<file path="src/core/memctl_pkg.sv">
// Shared constants and types of the memory controller register interface and read path.
package memctl_pkg;
   // ----------------------------------------------------------------
   // Register offsets
   // ----------------------------------------------------------------
   localparam logic [7:0] REMAP_OFS = 8'h00;
   localparam logic [7:0] ASR_OFS = 8'h04;
   localparam logic [7:0] AAR_OFS = 8'h08;
   localparam logic [7:0] FMODE_OFS = 8'h60;
   localparam logic [7:0] LOCK_OFS = 8'h64;
   // ----------------------------------------------------------------
   // Field positions
   // ----------------------------------------------------------------
   localparam int REMAP_BIT = 0;
   localparam int UND_BIT = 0;
   localparam int MIS_BIT = 1;
   localparam int SZ_LSB = 8;
   localparam int TYP_LSB = 10;
   localparam int DMA_SRC_BIT = 16;
   localparam int CPU_SRC_BIT = 17;
   localparam int DMA_SEEN_BIT = 24;
   localparam int CPU_SEEN_BIT = 25;
   localparam int FWS_LSB = 0;
   // ----------------------------------------------------------------
   // Reset values
   // ----------------------------------------------------------------
   localparam logic [31:0] ASR_RST = 32'h0000_0000;
   localparam logic [31:0] AAR_RST = 32'h0000_0000;
   localparam logic [1:0] FWS_RST = 2'h0;
   // ----------------------------------------------------------------
   // Access encodings and memory areas
   // ----------------------------------------------------------------
   localparam logic [1:0] SZ_BYTE = 2'h0;
   localparam logic [1:0] SZ_HALF = 2'h1;
   localparam logic [1:0] SZ_WORD = 2'h2;
   localparam logic [1:0] TYP_DREAD = 2'h0;
   localparam logic [1:0] TYP_DWRITE = 2'h1;
   localparam logic [1:0] TYP_FETCH = 2'h2;
   localparam logic [3:0] TOP_INTERNAL = 4'h0;
   localparam logic [3:0] TOP_PERIPH = 4'hF;
   localparam logic [7:0] AREA_ZERO = 8'h00;
   localparam logic [7:0] AREA_FLASH = 8'h01;
   localparam logic [7:0] AREA_SRAM = 8'h02;
   typedef enum logic [1:0] {
      ST_IDLE = 2'b00,
      ST_FLASH = 2'b01,
      ST_SRAM = 2'b10
   } acc_state_e;
endpackage : memctl_pkg

</file>
<file path="src/core/memctl.sv">
// Memory controller: abort status, remap, APB registers and flash read path.
`timescale 1ns/10ps
//
// Overview of operation
// - Writing one toggles remap; zero does nothing.
// - Bit 0 flags undefined-address abort.
// - Bit 1 flags misaligned-address abort.
// - Bits 9:8 record aborted access size.
// - Bits 11:10 record aborted access type.
// - Bit 16 marks DMA as last source.
// - Bit 17 marks processor as last source.
// - Bit 24 saves unreported DMA aborts, read-clear.
// - Bit 25 saves unreported processor aborts, read-clear.
// - Abort address holds full address, resets zero.
// - Abort status read-only at 0x04, resets zero.
// - Two buffers; second half prefetches next word.
// - Prefetch used for instruction fetches only.
// - Zero to three flash wait states.
// - Byte, half-word and word flash reads.
// - Flash repeats across its region, upper bits ignored.
// - One wait state: sequential fetches single-cycle.
// - Two/three states: fetches alternate long, short.
// - Write-only page buffer, any word address.
// - Lock bit per region blocks programming.
// - Misaligned data accesses abort; processor fetches exempt, DMA fetches checked.
// - Undefined areas and addresses abort.
// - Remap puts SRAM in area zero too.
module memctl #(
   parameter int FLASH_AW = 14,
   parameter int SRAM_AW = 12,
   parameter int PAGE_WORDS = 32,
   parameter int PAGES_PER_REGION = 32
) (
   input wire logic clk,
   input wire logic rst_n,
   input wire logic psel,
   input wire logic penable,
   input wire logic pwrite,
   input wire logic [7:0] paddr,
   input wire logic [31:0] pwdata,
   output logic [31:0] prdata,
   output logic pready,
   output logic pslverr,
   input wire logic m_req,
   input wire logic m_master,
   input wire logic [31:0] m_addr,
   input wire logic [1:0] m_size,
   input wire logic [1:0] m_type,
   input wire logic [31:0] m_wdata,
   output logic m_done,
   output logic m_abort,
   output logic [31:0] m_rdata,
   output logic [FLASH_AW-1:0] flash_addr,
   input wire logic [31:0] flash_rdata,
   output logic sram_req,
   output logic sram_we,
   output logic [SRAM_AW-1:0] sram_addr,
   output logic [31:0] sram_wdata,
   input wire logic [31:0] sram_rdata,
   output logic remapped,
   input wire logic prog_req,
   input wire logic [FLASH_AW-$clog2(PAGE_WORDS)-1:0] prog_page,
   output logic prog_start,
   output logic prog_lock_err,
   input wire logic [$clog2(PAGE_WORDS)-1:0] pbuf_idx,
   output logic [31:0] pbuf_data
);
   import memctl_pkg::*;

   localparam int PW = $clog2(PAGE_WORDS);
   localparam int PGW = FLASH_AW - PW;
   localparam int RGS = $clog2(PAGES_PER_REGION);
   localparam int NREG = 2 ** (PGW - RGS);

   generate
      if (FLASH_AW > 20 || PW < 1 || PGW <= RGS || SRAM_AW > 18 ||
          PAGE_WORDS != 2 ** PW || PAGES_PER_REGION != 2 ** RGS) begin : g_bad
         $error("memctl: unsupported size parameters");
      end
   endgenerate

   typedef logic [FLASH_AW-1:0] faddr_t;

   typedef struct packed {
      logic remap;
      logic [1:0] flash_wait_states;
      logic [NREG-1:0] lock;
      logic und;
      logic mis;
      logic [1:0] sz;
      logic [1:0] typ;
      logic src_dma;
      logic src_cpu;
      logic seen_dma;
      logic seen_cpu;
      logic unread;
      logic [31:0] aar;
      logic [31:0] prdata;
      logic pready;
      logic pslverr;
      acc_state_e st;
      logic [1:0] cnt;
      logic fetch;
      faddr_t word;
      logic done;
      logic abort;
      logic [31:0] rdata;
      faddr_t buf_tag;
      logic [31:0] buf_data;
      logic buf_ok;
      faddr_t pf_tag;
      logic [31:0] pf_data;
      logic pf_ok;
      logic pf_busy;
      logic [1:0] pf_cnt;
      faddr_t flash_addr;
      logic sram_req;
      logic sram_we;
      logic [SRAM_AW-1:0] sram_addr;
      logic [31:0] sram_wdata;
      logic [PAGE_WORDS-1:0][31:0] pbuf;
      logic [31:0] pbuf_data;
      logic prog_start;
      logic prog_err;
   } state_s;

   state_s s;
   state_s next_s;

   // ----------------------------------------------------------------
   // Address checks
   // ----------------------------------------------------------------
   function automatic logic is_undef(input logic [31:0] a);
      logic [7:0] area;
      area = a[27:20];
      if (a[31:28] == TOP_PERIPH) begin
         is_undef = 1'b0;
      end else if (a[31:28] != TOP_INTERNAL) begin
         is_undef = 1'b1;
      end else begin
         is_undef = !(area == AREA_ZERO || area == AREA_FLASH || area == AREA_SRAM);
      end
   endfunction : is_undef

   function automatic logic is_misaligned(input logic [31:0] a, input logic [1:0] sz,
                                          input logic [1:0] typ, input logic cpu);
      if (cpu && typ == TYP_FETCH) begin
         is_misaligned = 1'b0;
      end else begin
         is_misaligned = (sz == SZ_WORD && a[1:0] != 2'b00) || (sz == SZ_HALF && a[0]);
      end
   endfunction : is_misaligned

   logic take;
   logic bad_undef;
   logic bad_mis;
   logic take_abort;
   logic apb_acc;
   logic asr_read;
   logic to_sram;
   faddr_t req_word;
   faddr_t next_word;
   logic buf_hit;
   logic pf_hit;

   assign take = m_req && !s.done && s.st == ST_IDLE;
   assign bad_undef = is_undef(m_addr);
   assign bad_mis = is_misaligned(m_addr, m_size, m_type, m_master);
   assign take_abort = take && (bad_undef || bad_mis);
   assign apb_acc = psel && penable && s.pready;
   assign asr_read = apb_acc && !pwrite && paddr == ASR_OFS;
   assign to_sram = m_addr[27:20] == AREA_SRAM || (m_addr[27:20] == AREA_ZERO && s.remap);
   assign req_word = m_addr[FLASH_AW+1:2];
   assign next_word = faddr_t'(req_word + 1'b1);
   assign buf_hit = s.buf_ok && s.buf_tag == req_word;
   assign pf_hit = s.pf_ok && s.pf_tag == req_word;

   // ----------------------------------------------------------------
   // Next state
   // ----------------------------------------------------------------
   always_comb begin
      next_s = s;
      next_s.pready = 1'b0;
      next_s.pslverr = 1'b0;
      next_s.done = 1'b0;
      next_s.abort = 1'b0;
      next_s.sram_req = 1'b0;
      next_s.prog_start = 1'b0;
      next_s.prog_err = 1'b0;
      next_s.pbuf_data = s.pbuf[pbuf_idx];

      // Register bus: data is prepared in setup, effects land in the access phase.
      if (psel && !penable) begin
         next_s.pready = 1'b1;
         next_s.prdata = 32'h0000_0000;
         case (paddr)
            ASR_OFS: begin
               next_s.prdata[UND_BIT] = s.und;
               next_s.prdata[MIS_BIT] = s.mis;
               next_s.prdata[SZ_LSB +: 2] = s.sz;
               next_s.prdata[TYP_LSB +: 2] = s.typ;
               next_s.prdata[DMA_SRC_BIT] = s.src_dma;
               next_s.prdata[CPU_SRC_BIT] = s.src_cpu;
               next_s.prdata[DMA_SEEN_BIT] = s.seen_dma;
               next_s.prdata[CPU_SEEN_BIT] = s.seen_cpu;
            end
            AAR_OFS: next_s.prdata = s.aar;
            FMODE_OFS: next_s.prdata[FWS_LSB +: 2] = s.flash_wait_states;
            LOCK_OFS: next_s.prdata[NREG-1:0] = s.lock;
            REMAP_OFS: next_s.prdata = 32'h0000_0000;
            default: next_s.pslverr = 1'b1;
         endcase
      end
      if (apb_acc && pwrite) begin
         case (paddr)
            REMAP_OFS: if (pwdata[REMAP_BIT]) next_s.remap = !s.remap;
            FMODE_OFS: next_s.flash_wait_states = pwdata[FWS_LSB +: 2];
            LOCK_OFS: next_s.lock = pwdata[NREG-1:0];
            default: next_s.remap = s.remap;
         endcase
      end
      if (asr_read) begin
         next_s.seen_dma = 1'b0;
         next_s.seen_cpu = 1'b0;
         next_s.unread = 1'b0;
      end

      // A region lock refuses the programming start.
      if (prog_req) begin
         if (s.lock[prog_page[PGW-1:RGS]]) begin
            next_s.prog_err = 1'b1;
         end else begin
            next_s.prog_start = 1'b1;
         end
      end

      // Prefetch engine shares the flash port with demand reads.
      if (s.pf_busy) begin
         if (s.pf_cnt == 2'h0) begin
            next_s.pf_busy = 1'b0;
            next_s.pf_ok = 1'b1;
            next_s.pf_data = flash_rdata;
         end else begin
            next_s.pf_cnt = s.pf_cnt - 2'h1;
         end
      end

      case (s.st)
         ST_IDLE: begin
            if (take_abort) begin
               // Set wins over a same-cycle status read.
               next_s.seen_dma = (asr_read ? 1'b0 : s.seen_dma) | (s.unread & s.src_dma);
               next_s.seen_cpu = (asr_read ? 1'b0 : s.seen_cpu) | (s.unread & s.src_cpu);
               next_s.unread = 1'b1;
               next_s.und = bad_undef;
               next_s.mis = bad_mis;
               next_s.sz = m_size;
               next_s.typ = m_type;
               next_s.src_dma = !m_master;
               next_s.src_cpu = m_master;
               next_s.aar = m_addr;
               next_s.done = 1'b1;
               next_s.abort = 1'b1;
            end else if (take && m_addr[31:28] == TOP_PERIPH) begin
               next_s.done = 1'b1;
               next_s.rdata = 32'h0000_0000;
            end else if (take && to_sram) begin
               next_s.sram_req = 1'b1;
               next_s.sram_we = m_type == TYP_DWRITE;
               next_s.sram_addr = m_addr[SRAM_AW+1:2];
               next_s.sram_wdata = m_wdata;
               next_s.st = ST_SRAM;
            end else if (take && m_type == TYP_DWRITE) begin
               // Narrow writes are not stored; they would corrupt the latched word.
               if (m_size == SZ_WORD) begin
                  next_s.pbuf[req_word[PW-1:0]] = m_wdata;
               end
               next_s.done = 1'b1;
            end else if (take && m_type == TYP_FETCH && (buf_hit || pf_hit)) begin
               next_s.done = 1'b1;
               next_s.rdata = buf_hit ? s.buf_data : s.pf_data;
               if (!buf_hit) begin
                  next_s.buf_tag = s.pf_tag;
                  next_s.buf_data = s.pf_data;
                  next_s.buf_ok = 1'b1;
                  next_s.pf_ok = 1'b0;
               end
               if (m_addr[1] && !s.pf_busy && !(s.pf_ok && s.pf_tag == next_word)) begin
                  next_s.pf_busy = 1'b1;
                  next_s.pf_ok = 1'b0;
                  next_s.pf_tag = next_word;
                  next_s.pf_cnt = s.flash_wait_states;
                  next_s.flash_addr = next_word;
               end
            end else if (take && !s.pf_busy) begin
               next_s.flash_addr = req_word;
               next_s.word = req_word;
               next_s.fetch = m_type == TYP_FETCH;
               next_s.cnt = s.flash_wait_states;
               next_s.st = ST_FLASH;
            end
         end
         ST_FLASH: begin
            if (s.cnt == 2'h0) begin
               next_s.done = 1'b1;
               next_s.rdata = flash_rdata;
               next_s.st = ST_IDLE;
               if (s.fetch) begin
                  next_s.buf_tag = s.word;
                  next_s.buf_data = flash_rdata;
                  next_s.buf_ok = 1'b1;
               end
            end else begin
               next_s.cnt = s.cnt - 2'h1;
            end
         end
         ST_SRAM: begin
            next_s.done = 1'b1;
            next_s.rdata = sram_rdata;
            next_s.st = ST_IDLE;
         end
         default: next_s.st = ST_IDLE;
      endcase
   end

   always_ff @(posedge clk or negedge rst_n) begin
      if (!rst_n) begin
         s <= '0;
         s.flash_wait_states <= FWS_RST;
         s.aar <= AAR_RST;
         s.st <= ST_IDLE;
         {s.seen_cpu, s.seen_dma, s.src_cpu, s.src_dma} <= ASR_RST[3:0];
      end else begin
         s <= next_s;
      end
   end

   // ----------------------------------------------------------------
   // Outputs
   // ----------------------------------------------------------------
   assign prdata = s.prdata;
   assign pready = s.pready;
   assign pslverr = s.pslverr;
   assign m_done = s.done;
   assign m_abort = s.abort;
   assign m_rdata = s.rdata;
   assign flash_addr = s.flash_addr;
   assign sram_req = s.sram_req;
   assign sram_we = s.sram_we;
   assign sram_addr = s.sram_addr;
   assign sram_wdata = s.sram_wdata;
   assign remapped = s.remap;
   assign prog_start = s.prog_start;
   assign prog_lock_err = s.prog_err;
   assign pbuf_data = s.pbuf_data;

   logic demand_issue;
   assign demand_issue = s.st == ST_IDLE && next_s.st == ST_FLASH;
endmodule : memctl

</file>
<file path="config.mk">
export PLATFORM = sky130hd
export DESIGN_NAME = memctl
export DESIGN_NICKNAME = d
export VERILOG_FILES = /design/src/core/memctl_pkg.sv /design/src/core/memctl.sv
export SDC_FILE = /design/constraint.sdc
export NUM_CORES = 2
export LEC_CHECK = 0
export BUFFER_PORTS_ARGS = -buffer_cell sky130_fd_sc_hd__clkbuf_2
export CAP_MARGIN = 5
export CORE_ASPECT_RATIO = 0.75
export CORE_MARGIN = 4
export CORE_UTILIZATION = 35
export DETAILED_ROUTE_END_ITERATION = 8
export PLACE_DENSITY = 0.53
export SKIP_CTS_REPAIR_TIMING = 1
export SLEW_MARGIN = 20
export SYNTH_ARGS = -nofsm -noshare
export SYNTH_HDL_FRONTEND = slang
export SYNTH_SLANG_ARGS = --single-unit
</file>
<file path="constraint.sdc">
create_clock -name clk -period 2.7 [get_ports clk]
set_input_delay 0.135 -clock clk [delete_from_list [all_inputs] [get_ports clk]]
set_output_delay 0.135 -clock clk [all_outputs]
set_load 0.005 [all_outputs]
</file>
Yosys cells after proc, flatten, opt, wreduce, memory -nomap -nowiden
Index checks and enable logic that the tools add are counted.
{"block": "op_classes", "addsub": 3, "mul": 0, "n_div": 0, "magnitude_cmp": 4, "eq_ne": 34, "shift": 0, "n_mux": 77, "bitwise": 9, "n_reduce_logical": 64}
{"op": "$mux 1088", "count": 3}
{"op": "$mux 1024", "count": 3}
{"op": "$bwmux 1024", "count": 1}
{"op": "$mux 93", "count": 4}
{"op": "$bmux 32 s5", "count": 1}
{"op": "$demux 32 s5", "count": 1}
{"op": "$mux 32", "count": 4}
{"op": "$pmux 32 s3", "count": 1}
{"op": "$mux 19", "count": 5}
{"op": "$mux 47", "count": 2}
{"op": "$pmux 47 s2", "count": 1}
{"op": "$mux 79", "count": 1}
{"op": "$mux 18", "count": 4}
{"op": "$mux 35", "count": 2}
{"op": "$mux 61", "count": 1}
{"op": "$mux 46", "count": 1}
{"op": "$eq 14x14->1", "count": 3}
{"op": "$mux 14", "count": 3}
{"op": "$logic_and 1x1->1", "count": 25}
{"op": "$ne 2x2->1 const B", "count": 11}
{"op": "$reduce_and 7->1", "count": 3}
{"op": "$ne 3x3->1 const B", "count": 6}
{"op": "$reduce_and 6->1", "count": 3}
{"op": "$mux 1", "count": 17}
{"op": "other kinds (41)", "count": 85}
{"block": "word_totals", "register_bits": 1364, "latch_bits": 0, "mem_bits_rw": 0, "rom_bits": 0, "inputBits": 194, "output_inout_bits": 163, "wordCells": 262, "n_memories": 0}

Logic depth before layout (Yosys ltp)
{"block": "logic_depth", "depth_word": 12, "depth_mapped": 13, "depth_no_buf": 10}

Worst setup path after synthesis
Ideal clock, no wire load.
{"block": "synth_timing", "kind": "register -> register", "start": "register s[1266] (netlist name)", "end": "register (tool-made name)", "arrival_time_ns": 2.563, "required_ns": 2.575, "slack_ns": 0.012, "path_stages_with_launch": 13, "period_less_slack_ns": 2.688, "cell_sequence": "dfrtp_1 > inv_1 > ha_1 > nand2_1 > or2_2 > clkbuf_1 > o211ai_1 > nor3_1 > and2_1 > buf_2 > nand2_1 > buf_2 > mux2_2"}
{"element": "from (decl)", "line_no": "memctl.sv:127", "text": "state_s s;"}
{"element": "from (signal assigned)", "line_no": "memctl.sv:334", "text": "s <= next_s;"}

Worst setup path after layout
{"block": "layout_timing", "start": "register s[1213] (netlist name)", "end": "register s, in the netlist m_rdata[23]"}
{"block": "layout_between", "elab_chain_cells": 9, "word_cells_on_any_way": 13, "classes_between": "2 x eq/ne; 7 x mux; 4 x reduce/logical"}
{"element": "$eq 14x14->1 *", "line_no": "memctl.sv:175", "text": "assign buf_hit = s.buf_ok && s.buf_tag == req_word;"}
{"element": "$logic_and 1x1->1 *", "line_no": "memctl.sv:175"}
{"element": "$mux 32", "line_no": "memctl.sv:281", "text": "next_s.rdata = buf_hit ? s.buf_data : s.pf_data;"}
{"element": "$mux 93", "line_no": "memctl.sv:279", "text": "end else if (take && m_type == TYP_FETCH && (buf_hit || pf_hit)) begin"}
{"element": "$mux 93", "line_no": "memctl.sv:273", "text": "end else if (take && m_type == TYP_DWRITE) begin"}
{"element": "$mux 93", "line_no": "memctl.sv:267", "text": "end else if (take && to_sram) begin"}
{"element": "$mux 32", "line_no": "memctl.sv:264", "text": "end else if (take && m_addr[31:28] == TOP_PERIPH) begin"}
{"element": "$mux 93", "line_no": "memctl.sv:250", "text": "if (take_abort) begin"}
{"element": "$pmux 32 s3", "line_no": "memctl.sv:248", "text": "case (s.st)"}
Every way passes the cells marked *; elsewhere a longest branch is shown, timed or not. The select of a mux whose other input is x is not followed.
A chain may end at the register's enable or synchronous reset.

==> impl_metrics.py <==
metrics = {
    "status": {
        "status": "finished with violations",
        "violations": "negative hold slack, negative setup slack",
    },
    "cells_and_area": {
        "layout.nets": 5004,
        "stdcell_area_um2": 77600,
        "drive_gt1_frac": 0.537,
        "nFillCells": 16100,
        "post-route-util": 0.435,
        "area_growth_pct": 23.3,
        "stdcell_count": 7308,
    },
    "place": {
        "place_inst": 6804,
        "place_area_um2": 68500,
        "port_buffers": 335,
        "gp_congestion": 0.842,
        "hpwl_um": 117000,
    },
    "critical_path": {
        "cp_slowest_stage_delay_ps": 410,
        "cpMostUsedCell": "buf_6",
        "cp.arrival_ps": 3510,
        "slowest_stage": "dfrtp_1",
        "endpoint_kind": "flop",
        "path_class": "flop to flop",
        "path_max_fanout": 8,
        "path_cells": "xnor2_2 > buf_6 > nand4_1 > nor4_2 > buf_4 > o211ai_1 > a21oi_2 > nor2_2 > nor4_4 > buf_6 > clkbuf_16 > mux2_2",
        "cp.required_ps": 3350,
        "start_kind": "flop",
    },
    "run": {
        "max_cap_viol_count": 0,
    },
    "pwr": {
        "leakage_uw": 0.0376,
        "ir_drop_mv": 0.470,
        "p_per_area_nw_per_um2": 649,
    },
    "timing": {
        "hold_ws_ps": -41.2,
        "finClkSkew_ps": 41.6,
        "finalWorstSetupSlack_ps": -158,
        "tightest_slew_ps": 1320,
        "setup_violations": 96,
        "maxSlewHeadroom": 0.117,
        "max_freq_mhz": 350,
        "slew_viol_final": 0,
        "fin_crit_ps": 2860,
        "rsz0062_at_grt": "yes",
        "hold_violations": 7,
        "finalCritPeriodShare": 1.06,
    },
    "clocking": {
        "cts_buffer_depth": 3,
        "clock_latency_ps": 790,
        "cts_tree": "done",
        "cts_made_buffers": 148,
        "clk_pin_slew_ps": 60,
        "cts_root_buf": "clkbuf_16",
        "cts.sinks": 1364,
        "cts.htree.levels": 4,
    },
    "yosys": {
        "syn-cell-area_um2": 63000,
        "netlist_instances": 4301,
        "ys_warn_count": 0,
        "synth-edff-count": 0,
        "syn_area_per_cell_um2": 14.6,
        "async_reset_ff_frac": 1.00,
        "ys_types": 75,
        "synth_ff_type": "dfrtp_1",
        "ys_ff_latch": 1364,
        "ys_seq_area_frac": 0.542,
        "syn-num-nets": 4504,
    },
    "die": {
        "ios": 357,
        "die_area_um2": 187000,
        "start_util": 0.353,
        "dieWidth_um": 498,
        "core.rowCount": 134,
        "coreArea_um2": 178000,
        "die_h_um": 375,
    },
    "global_routing": {
        "grt_pass1_wl_um": 270000,
        "first_global_vias": 39100,
        "grt-ovfl-total": 0,
        "grt_max_degree": 112,
        "grt_usage": 0.192,
        "antenna_found_initial": 27,
    },
    "drt": {
        "drt_iter0_markers": 3354,
        "ant_nets": 0,
        "remaining_drc_errors": 0,
        "wire_per_inst_um": 28.0,
        "dr.pass1.iters": 5,
        "vias": 39800,
        "routed_wirelength_um": 205000,
        "via_per_inst": 5.44,
    },
    "worst_hold_path": {
        "hold_path_class": "input pin to flop",
    },
}
[metrics by stage]
| stage | worst slack, ps | total power (uW) | setup TNS (ps) | hold slack, ps |
|---|---|---|---|---|
| after floorplan | 11.9 | 26600 | 0 | -161 |
| after global placement | -617 | 28700 | -573070 | 108 |
| after detailed placement | -629 | 28800 | -565520 | 105 |
| after CTS | -450 | 50100 | -369140 | -757 |
| after global routing | -280 | 52400 | -32060 | -1.34 |
| final | -158 | 50400 | -2850 | -41.2 |
[final cells by class]
class / count / area (um2) / share of cell area
sequential: 1364 / 34100 / 0.440
multi-input combinational: 2392 / 27000 / 0.348
clock inverter: 53 / 699 / 0.00901
antenna: 8 / 20.0 / 0.000258
tap: 2380 / 2980 / 0.0384
clock buffer: 216 / 4300 / 0.0554
inverter: 17 / 63.8 / 0.000822
timing repair buffer: 878 / 8450 / 0.109
[metal layers]
metal / GRT usage / wire [um] / part of all wire / up-vias
met5: 0.00359 / 299 / 0.0015 / -
met4: 0.0450 / 4580 / 0.022 / 20
met3: 0.0454 / 16200 / 0.079 / 289
met2: 0.282 / 86600 / 0.42 / 1162
met1: 0.287 / 97200 / 0.47 / 21600
li1: - / - / - / 16700
[worst max-delay path, delay by kind of cell (launching register included)]
kind            cells  cell delay, ps
flops               1             410
xor+xnor            1             160
simple gates        4             690
compound gates      2             310
buf+inv             4             800
mux                 1             350
[report_power, final]
| part | switching [uW] | total, uW | leakage (uW) | internal, uW |
|---|---|---|---|---|
| Sequential | 784 | 22600 | 0.0187 | 21800 |
| Clock | 8960 | 21100 | 0.00245 | 12100 |
| Combinational | 3580 | 6720 | 0.0165 | 3140 |
| Total | 13300 | 50400 | 0.0376 | 37100 |
[path summary, 6_finish.rpt]
kind,startpoint,end,slack (ps),cells after the start
min in group asynchronous,rst_n,asynchronous set/reset pin,130,3
worst min register to register,prdata[31],prdata[31],460,2
max in group asynchronous,rst_n,asynchronous set/reset pin,1810,4
worst max register to register,s[1213],m_rdata[23],-160,12
worst min-delay path,m_wdata[26],sram_wdata[26],-40,3
worst max-delay path,s[1213],m_rdata[23],-160,12
[kinds of logic after synthesis]
group / count (synthesis) / share of synthesized area
multiplexers: 1580 / 0.340
flip-flops: 1364 / 0.542
buffers and inverters: 546 / 0.0452
AND/OR/NAND/NOR: 485 / 0.0354
AO/OA/AOI/OAI: 269 / 0.0288
XOR/XNOR: 48 / 0.00691
adder cells (fa/ha/maj): 9 / 0.00179
[cell usage in the layout (no fill, tap or decap), types with 32 or more instances in the layout]
cell / instances
dfrtp_1: 1364
a22o_1: 32
nand2_1: 255
o21ai_1: 50
buf_4: 219
mux2_2: 1147
mux2i_1: 47
buf_12: 102
nor2_1: 57
clkbuf_1: 36
mux2_4: 60
mux4_2: 325
buf_6: 32
o21ai_0: 49
clkbuf_2: 329
dlygate4sd3_1: 135
clkbuf_16: 197
[cells in the mapped netlist, types with 6 or more instances]
master | n | area [um2]
a21oi_1 | 10 | 50.1
a221o_1 | 8 | 80.1
a221oi_1 | 14 | 123
a222oi_1 | 6 | 60.1
a22o_1 | 32 | 280
a22oi_1 | 33 | 248
and2_1 | 8 | 50.1
buf_1 | 33 | 124
buf_2 | 121 | 606
buf_4 | 164 | 1230
clkbuf_1 | 207 | 777
dfrtp_1 | 1364 | 34100
ha_1 | 9 | 113
inv_1 | 16 | 60.1
mux2_2 | 1206 | 13600
mux2i_1 | 47 | 470
mux4_2 | 325 | 7320
nand2_1 | 291 | 1090
nand2b_1 | 7 | 43.8
nand3_1 | 30 | 150
nand4_1 | 22 | 138
nor2_1 | 61 | 229
nor3_1 | 10 | 50.1
nor4_1 | 17 | 106
o211ai_1 | 6 | 45.0
o21a_1 | 10 | 75.1
o21ai_0 | 83 | 415
o21ai_1 | 35 | 175
o31ai_1 | 6 | 45.0
xnor2_1 | 40 | 350
xor2_1 | 7 | 61.3
No activity file was read; power rests on OpenSTA's default activity.
